--- src/logic/pwg_defines.svh ---
// register map, field positions and reset values of the wave generator
//
// Behaviour
// - count from system clock or the internal fast oscillator tick, chosen by control
// - scale bits 6:5 divide the chosen clock by 1, 4, 16 or 64
// - scale bits 4:0 further divide by their value plus one
// - period equals prescale times scaler-plus-one times bound-plus-one source clocks
// - 10-bit counter bound is bound high byte then bound low bits 7:6
// - duty upper bits are duty high byte then duty low bits 7:6
// - duty low bit 5 is the half-step duty bit
// - high time is duty upper plus half step plus one half, over bound plus one; with a divisor of one the code adds no half when the half-step bit is clear
// - output high during the duty part of each period, low for the rest
// - pin select routes output to one of three pins, four on the third instance
// - a routed output drives its pin regardless of the port direction
// - second pin of the third instance is open drain only, needs a pull-up
// - all three instances share this design, differing only in pin choices
// - a programming-time strap lets the comparator result gate the output
// - with gating, output stops while comparator is 1, resumes when it is 0
`ifndef PWG_DEFINES_SVH
`define PWG_DEFINES_SVH

`define PWG_OFF_CTRL   3'h0
`define PWG_OFF_SCALE  3'h1
`define PWG_OFF_DUTYH  3'h2
`define PWG_OFF_DUTYL  3'h3
`define PWG_OFF_BOUNDH 3'h4
`define PWG_OFF_BOUNDL 3'h5
`define PWG_OFF_STAT   3'h6

`define PWG_BYTE_RST   8'h00
`define PWG_CTRL_EN    7
`define PWG_CTRL_INV   6
`define PWG_CTRL_CLK   5
`define PWG_CTRL_PIN   1:0
`define PWG_SCL_IRQ    7
`define PWG_SCL_PRE    6:5
`define PWG_SCL_DIV    4:0
`define PWG_LOW_TOP    7:6
`define PWG_LOW_HALF   5
`define PWG_OD_INST    2
`define PWG_OD_PIN     1
`define PWG_WIDE_INST  2
`define PWG_PINS_WIDE  3'h4
`define PWG_PINS_NARROW 3'h3
`define PWG_PRE_LIM_1  6'h00
`define PWG_PRE_LIM_4  6'h03
`define PWG_PRE_LIM_16 6'h0f
`define PWG_PRE_LIM_64 6'h3f

`endif

--- src/logic/pwg_pkg.sv ---
// types of the wave generator
package pwg_pkg;

  typedef logic [7:0] pwg_byte_t;

  typedef struct packed {
    pwg_byte_t   ctrl;
    pwg_byte_t   scale;
    pwg_byte_t   duty_h;
    pwg_byte_t   duty_l;
    pwg_byte_t   bound_h;
    pwg_byte_t   bound_l;
    logic [1:0]  sync1;
    logic [1:0]  sync2;
    logic [1:0]  sync3;
    logic        cmp_q;
    logic        gate_opt;
    logic [5:0]  pre_cnt;
    logic [4:0]  sc_cnt;
    logic [9:0]  cnt;
    logic        wave;
    logic        irq;
    logic [3:0]  pin_out;
    logic [3:0]  pin_oe;
    pwg_byte_t   rdata;
  } pwg_state_s;

endpackage : pwg_pkg

--- src/logic/pwg_core.sv ---
// one 10-bit wave generator instance with its byte register port
`timescale 1ns/1ps
`include "pwg_defines.svh"

module pwg_core #(
  parameter int INSTANCE = 0
) (
  input  wire logic            sys_clk_i,
  input  wire logic            rst_b_i,
  input  wire logic            fast_osc_tick_i,
  input  wire logic            cmp_result_i,
  input  wire logic            gate_strap_i,
  input  wire logic [2:0]      addr_i,
  input  wire pwg_pkg::pwg_byte_t wdata_i,
  input  wire logic            wr_i,
  input  wire logic            rd_i,
  output pwg_pkg::pwg_byte_t   rdata_o,
  output logic [3:0]           pin_out_o,
  output logic [3:0]           pin_oe_o,
  output logic                 irq_o
);
  import pwg_pkg::*;

  pwg_state_s s_reg;
  pwg_state_s s_next;

  ////////////////////////////////////////////////////////////////////////////////
  // decoded fields
  logic [9:0]  bound;
  logic [9:0]  duty_u;
  logic        duty_half;
  logic [1:0]  ps;
  logic [4:0]  k;
  logic [5:0]  pre_max;
  logic [11:0] pos;
  logic [11:0] div_total;
  logic        first_half;
  logic        src_tick;
  logic        en;
  logic        stop;
  logic        lvl;
  logic        step;
  logic [9:0]  cnt_step;
  logic [2:0]  npins;
  logic        pin_sel;

  assign bound      = {s_reg.bound_h, s_reg.bound_l[`PWG_LOW_TOP]};
  assign duty_u     = {s_reg.duty_h, s_reg.duty_l[`PWG_LOW_TOP]};
  assign duty_half  = s_reg.duty_l[`PWG_LOW_HALF];
  assign ps         = s_reg.scale[`PWG_SCL_PRE];
  assign k          = s_reg.scale[`PWG_SCL_DIV];
  assign en         = s_reg.ctrl[`PWG_CTRL_EN];
  // system clock counts every cycle, the oscillator only on its tick
  assign src_tick   = s_reg.ctrl[`PWG_CTRL_CLK] ? fast_osc_tick_i : 1'b1;
  assign npins      = (INSTANCE == `PWG_WIDE_INST) ? `PWG_PINS_WIDE : `PWG_PINS_NARROW;
  assign stop       = s_reg.gate_opt & s_reg.cmp_q;
  assign lvl        = en & ~stop & (s_reg.wave ^ s_reg.ctrl[`PWG_CTRL_INV]);

  always_comb begin
    unique case (ps)
      2'h0: pre_max = `PWG_PRE_LIM_1;
      2'h1: pre_max = `PWG_PRE_LIM_4;
      2'h2: pre_max = `PWG_PRE_LIM_16;
      2'h3: pre_max = `PWG_PRE_LIM_64;
    endcase
  end

  // position inside one counter tick, in source clocks, for the half step
  assign pos        = (12'(s_reg.sc_cnt) << {ps, 1'b0}) | 12'(s_reg.pre_cnt);
  assign div_total  = (12'(k) + 12'h001) << {ps, 1'b0};
  // with a divisor of one the half step cannot be resolved and is dropped
  assign first_half = pos < (div_total >> 1);

  // counter advances once per prescale times scaler-plus-one source clocks
  assign step       = en & src_tick & (s_reg.pre_cnt >= pre_max)
                    & (s_reg.sc_cnt >= k);
  assign cnt_step   = (s_reg.cnt >= bound) ? 10'h000 : s_reg.cnt + 10'h001;

  ////////////////////////////////////////////////////////////////////////////////
  // next state
  always_comb begin
    s_next       = s_reg;
    s_next.irq   = 1'b0;
    s_next.rdata = `PWG_BYTE_RST;
    pin_sel      = 1'b0;

    // comparator and strap are asynchronous; third flop confirms a change
    s_next.sync1 = {gate_strap_i, cmp_result_i};
    s_next.sync2 = s_reg.sync1;
    s_next.sync3 = s_reg.sync2;
    if (s_reg.sync2[0] == s_reg.sync3[0]) begin
      s_next.cmp_q = s_reg.sync3[0];
    end
    if (s_reg.sync2[1] == s_reg.sync3[1]) begin
      s_next.gate_opt = s_reg.sync3[1];
    end

    // dividers and counter
    if (!en) begin
      s_next.pre_cnt = 6'h00;
      s_next.sc_cnt  = 5'h00;
      s_next.cnt     = 10'h000;
    end else if (src_tick) begin
      if (s_reg.pre_cnt >= pre_max) begin
        s_next.pre_cnt = 6'h00;
        if (s_reg.sc_cnt >= k) begin
          s_next.sc_cnt = 5'h00;
          s_next.cnt    = cnt_step;
          if (s_reg.scale[`PWG_SCL_IRQ] && cnt_step == duty_u) begin
            s_next.irq = 1'b1;
          end
        end else begin
          s_next.sc_cnt = s_reg.sc_cnt + 5'h01;
        end
      end else begin
        s_next.pre_cnt = s_reg.pre_cnt + 6'h01;
      end
    end

    // high for duty_u whole ticks, then a half or whole extra tick
    s_next.wave = (s_reg.cnt < duty_u)
                | ((s_reg.cnt == duty_u) & (duty_half | first_half));

    // pin routing; a selected pin is driven whatever its port direction
    for (int i = 0; i < 4; i++) begin
      pin_sel = en & (s_reg.ctrl[`PWG_CTRL_PIN] == 2'(i)) & (3'(i) < npins);
      if (INSTANCE == `PWG_OD_INST && i == `PWG_OD_PIN) begin
        s_next.pin_out[i] = 1'b0;
        s_next.pin_oe[i]  = pin_sel & ~lvl;
      end else begin
        s_next.pin_out[i] = pin_sel & lvl;
        s_next.pin_oe[i]  = pin_sel;
      end
    end

    // register writes take effect at once; no shadow copies
    if (wr_i) begin
      unique case (addr_i)
        `PWG_OFF_CTRL:   s_next.ctrl    = wdata_i;
        `PWG_OFF_SCALE: begin
          s_next.scale   = wdata_i;
          s_next.pre_cnt = 6'h00;
          s_next.sc_cnt  = 5'h00;
        end
        `PWG_OFF_DUTYH:  s_next.duty_h  = wdata_i;
        `PWG_OFF_DUTYL:  s_next.duty_l  = wdata_i;
        `PWG_OFF_BOUNDH: s_next.bound_h = wdata_i;
        `PWG_OFF_BOUNDL: s_next.bound_l = wdata_i;
        default: ;
      endcase
    end

    if (rd_i) begin
      unique case (addr_i)
        `PWG_OFF_CTRL:   s_next.rdata = s_reg.ctrl;
        `PWG_OFF_SCALE:  s_next.rdata = s_reg.scale;
        `PWG_OFF_DUTYH:  s_next.rdata = s_reg.duty_h;
        `PWG_OFF_DUTYL:  s_next.rdata = s_reg.duty_l;
        `PWG_OFF_BOUNDH: s_next.rdata = s_reg.bound_h;
        `PWG_OFF_BOUNDL: s_next.rdata = s_reg.bound_l;
        `PWG_OFF_STAT:   s_next.rdata = {lvl, stop, s_reg.wave, 5'h00};
        default:         s_next.rdata = `PWG_BYTE_RST;
      endcase
    end
  end

  ////////////////////////////////////////////////////////////////////////////////
  // state register
  always_ff @(posedge sys_clk_i or negedge rst_b_i) begin
    if (!rst_b_i) begin
      s_reg <= '0;
    end else begin
      s_reg <= s_next;
    end
  end

  assign rdata_o   = s_reg.rdata;
  assign pin_out_o = s_reg.pin_out;
  assign pin_oe_o  = s_reg.pin_oe;
  assign irq_o     = s_reg.irq;
endmodule : pwg_core

--- config.mk ---
export PLATFORM = sky130hd
export DESIGN_NAME = pwg_core
export DESIGN_NICKNAME = d
export VERILOG_FILES = /design/src/logic/pwg_pkg.sv /design/src/logic/pwg_core.sv
export VERILOG_INCLUDE_DIRS = /design/src /design/src/logic
export SDC_FILE = /design/constraint.sdc
export NUM_CORES = 1
export LEC_CHECK = 0
export ABC_AREA = 1
export ABC_CLOCK_PERIOD_IN_PS = 3600
export BUFFER_PORTS_ARGS = -buffer_cell sky130_fd_sc_hd__buf_2
export CORE_MARGIN = 2
export CORE_UTILIZATION = 40
export CTS_CLUSTER_SIZE = 24
export DETAILED_ROUTE_END_ITERATION = 7
export PLACE_DENSITY = 0.54
export SLEW_MARGIN = 20
export SYNTH_ARGS = -nofsm -noshare
export SYNTH_HDL_FRONTEND = slang
export SYNTH_SLANG_ARGS = --single-unit
--- constraint.sdc ---
create_clock -name sys_clk_i -period 3.6 [get_ports sys_clk_i]
set_clock_uncertainty 0.1 [all_clocks]
set_input_delay 0.72 -clock sys_clk_i [delete_from_list [all_inputs] [get_ports sys_clk_i]]
set_output_delay 0.72 -clock sys_clk_i [all_outputs]
set_load 0.02 [all_outputs]
==> out/results.env <==
SYNTH-ASYNC-RESET-RATIO=1.00
FINALMAXSLEWVIOLATIONS=0
WL_PER_CELL_UM=16.7
CLK_PIN_SLEW_NS=0.07
WORST_HOLD_PATH.NUM_CELLS=0
WORSTSETUPENDPOINT='irq_o'
SYNTH.FF_LATCH_COUNT=93
POWER_DENSITY_nW_PER_UM2=492
START_KIND='register'
1ST_PASS_ROUTER_ITERATIONS=8
ANTENNA_FOUND_INITIAL=0
WORSTREGTOREGCELLS=11
CRITICAL_PATH.STARTPOINT='ps[1]'
CTS.REPAIR.RESIZED=0
NETLIST.TOP_CELL.BY_AREA='dfrtp_1'
YOSYS_WARNINGS=0
EFFECTIVE_UTILIZATION_AT_FLOORPLAN=0.410
ARRIVAL_NS=2.88
HOLD_VIOL_FINAL=0
FILL_CELLS=1403
CLKLATENCYLATEPIN_NS=0.35
DETAIL_ROUTE.ITER0.VIOLATIONS=423
SETUP-TNS-FINAL_NS=0
PATH_MAX_FANOUT=22
CTS_BUFFER_DEPTH=2
NUM-NETS-FINAL=802
SETUP.WORST_PATH.END_CLASS='register'
SYNTHCELLS=721
SYNTH-EDFF-COUNT=0
CRITICAL-PATH-SLOWEST-CELL='dfrtp_1'
FINAL_COMMON_CELL='nand2_1'
CP_COMMON_CELL='nor2_1'
WORST_PATH_DOMINANT_CELL_FAMILY='simple AND/OR/NAND/NOR gates'
WORSTHOLDPATHTYPE='register to register'
PORT-BUFFER-COUNT=32
FP.COREAREA_SQ_UM=13900
CTS_SETUP_BUFFERS=0
GRT_PASS1_VIAS=4663
YOSYSSEQAREASHARE=0.409
SYN2LAYOUT_AREA_GROWTH_PCT=9.41
SEQ_POWER_SHARE=0.427
FLOORPLAN.DIE.HEIGHT_UM=123
FIRST_PASS_GRT_WIRE_LENGTH_MM=24.8
TIMING.CRITICAL_PATH.DEPTH=11
HTREEDEPTH=3
GRT_SETUP_UNREPAIRED='no'
HOLD_WS_NS=0.252
DOMINANTREGCELLSYNTH='dfrtp_1'
YOSYSTOPAREACELLSHARE=0.409
GRT_MAX_DEGREE=58
GPL.FINAL_WEIGHTED_CONGESTION=0.921
FF2FF_SETUP_SLACK_NS=0.89
POST_DRT_VIA_CELL_RATIO=5.30
ROOT_BUFFER='clkbuf_16'
FLOORPLAN.IO_PINS=35
WORST_MARGIN_SLEW_NS=0.761
CP.REQUIRED_NS=3.77
INTERNAL_POWER_W=0.00195
P_SW_W=0.00111
HPWL_MM=11.8
DRT_WL_TOTAL_MM=15.4
DRC=0
PWR-SHARE-CLK=0.313
MAXCAPVIOLCOUNT=0
CLOCK_SINKS=93
CRIT-REG2REG-CAPTURE='irq_o'
RUN_STATUS='finished, final reports clean'
NETSWITCHINGFRACTION=0.363
GRT_OVERFLOW_TOTAL=0
CLOCK.FMAX_MHz=369
TIMING.CRITICAL_PATH.CELLS='inv_1 -> ha_1 -> nand2_1 -> a21oi_1 -> nand2b_1 -> nor2_1 -> nor2_1 -> nand3_1 -> nor2_1 -> nand3_1 -> nor3_2'
P_LEAK_nW=3.15
POST_SYNTH_MAIN_AREA_CONTRIBUTORS='dfrtp_1, nand2_1, ha_1, o21ai_0, inv_1'
FINAL_LAYOUT_SIZE_SUFFIX_GT1_FRAC=0.108
SLEW_HEADROOM=0.493
FINAL_MIN_PERIOD_OVER_CLOCK_PERIOD=0.753
DIE_X_UM=123
CRITICAL_PATH.N_BUFFERS_INVERTERS=1
STD_CELL_ROWS=43
GRT.TOTAL_USAGE=0.217
RR_STARTPOINT='ps[1]'
SETUP_VIOLATIONS=0
SYNTH.LIB_CELLS_USED.DISTINCT=41
WORST-SETUP-PATH-TYPE='register to register'
CP_SLOWEST_STAGE_DELAY_NS=0.72
FINAL_CELL_MIX='nand2_1, dfrtp_1, inv_1, o21ai_0, ha_1'
POSTSYNTHAREAPERCELL_SQ_UM=7.90
LARGEST_REGISTER_FFS=45
OVERALL_VIA_COUNT_FROM_DETAIL_ROUTE=4900
ANTENNA_CELLS_INSERTED=0
IR_WORST_VDD_V=0.000405
DIEAREA_SQ_UM=15200
CTS_HOLD_REPAIR.BUFFERS=0
CTS_BUFFERS=9
NETLIST_AREA_SQ_UM=5690
TRITONCTS_CLOCK_TREE='built'
P_COMB_FRAC=0.260
FINAL_PERIOD_MINUS_WORST_SETUP_SLACK_NS=2.71
ANTENNA_LEFT=0
==> routing by layer <==
metal / track usage / share of wire
met5: 0 / 0
met4: 0.0838 / 0.021
met3: 0.0415 / 0.060
met2: 0.341 / 0.47
met1: 0.295 / 0.45
==> worst register-to-register path, stage by stage, from the launching register on <==
cell	delay [ns]
dfrtp_1	0.72
inv_1	0.32
ha_1	0.39
nand2_1	0.06
a21oi_1	0.17
nand2b_1	0.13
nor2_1	0.06
nor2_1	0.23
nand3_1	0.12
nor2_1	0.10
nand3_1	0.09
nor3_2	0.14
==> cells in the mapped netlist, types with 2 or more instances <==
master    number
a211oi_1       4
a21o_1         2
a21oi_1       37
a22oi_1        3
buf_2          5
buf_4         16
clkbuf_1       7
dfrtp_1       93
ha_1          45
inv_1         92
inv_2          7
maj3_1         2
nand2_1      155
nand2_2        8
nand2_4        2
nand3_1       38
nand4_1       12
nor2_1        43
nor2_2         4
nor2_4         3
nor3_1        14
nor4_1         4
o211ai_1       2
o21ai_0       75
o21ai_1        4
o21bai_1       3
o22ai_1       16
o31ai_1        2
xor2_1        11
==> power groups by stage <==
stage	logic [W]	registers (W)	clock network (W)
floorplan	0.000618	0.00127	0
global placement	0.000783	0.00132	0
detailed placement	0.000795	0.00133	0
CTS	0.000800	0.00131	0.000992
global route	0.000924	0.00133	0.00104
finish	0.000797	0.00131	0.000959
==> logic make-up (layout without fill, tap and decap cells) <==
| family | count (synthesis) | count (layout) | share of synthesized area |
|---|---|---|---|
| xor+xnor | 11 | 11 | 0.0169 |
| compound gates | 151 | 151 | 0.145 |
| fa+ha+maj | 47 | 47 | 0.102 |
| other cells | 1 | 2 | 0.000659 |
| flops | 93 | 93 | 0.409 |
| buf+inv | 130 | 152 | 0.0989 |
| simple gates | 288 | 288 | 0.227 |
==> how the worst min path moves through the flow <==
| stage | from | end | slack, ns |
|---|---|---|---|
| after floorplan | s_next[43] | s_next[41] | 0.23 |
| after global placement | s_next[43] | s_next[41] | 0.23 |
| after detailed placement | s_next[44] | s_next[42] | 0.23 |
| after CTS | s_next[44] | s_next[42] | 0.25 |
| after global routing | s_next[43] | s_next[41] | 0.27 |
| final | s_next[44] | s_next[42] | 0.25 |
==> stage by stage <==
step	cell area, sq um	utilization	cells	setup slack [ns]	power, W
floorplan	5700	-	722	1.36	0.00189
global placement	5920	0.427	908	1.01	0.00211
detailed placement	5920	0.427	908	0.946	0.00212
CTS	6230	0.449	924	0.942	0.00310
global route	6230	0.449	924	0.624	0.00329
finish	6230	0.449	924	0.889	0.00307
==> cell type report <==
type | count | area, sq um | share of cell area
Multi-Input combinational cell | 499 | 2810 | 0.451
Sequential cell | 93 | 2330 | 0.374
Inverter | 101 | 380 | 0.0611
Clock buffer | 10 | 239 | 0.0384
Tap cell | 180 | 225 | 0.0362
Timing Repair Buffer | 35 | 185 | 0.0297
Clock inverter | 6 | 65.1 | 0.0104
(Power assumes the default switching activity.)
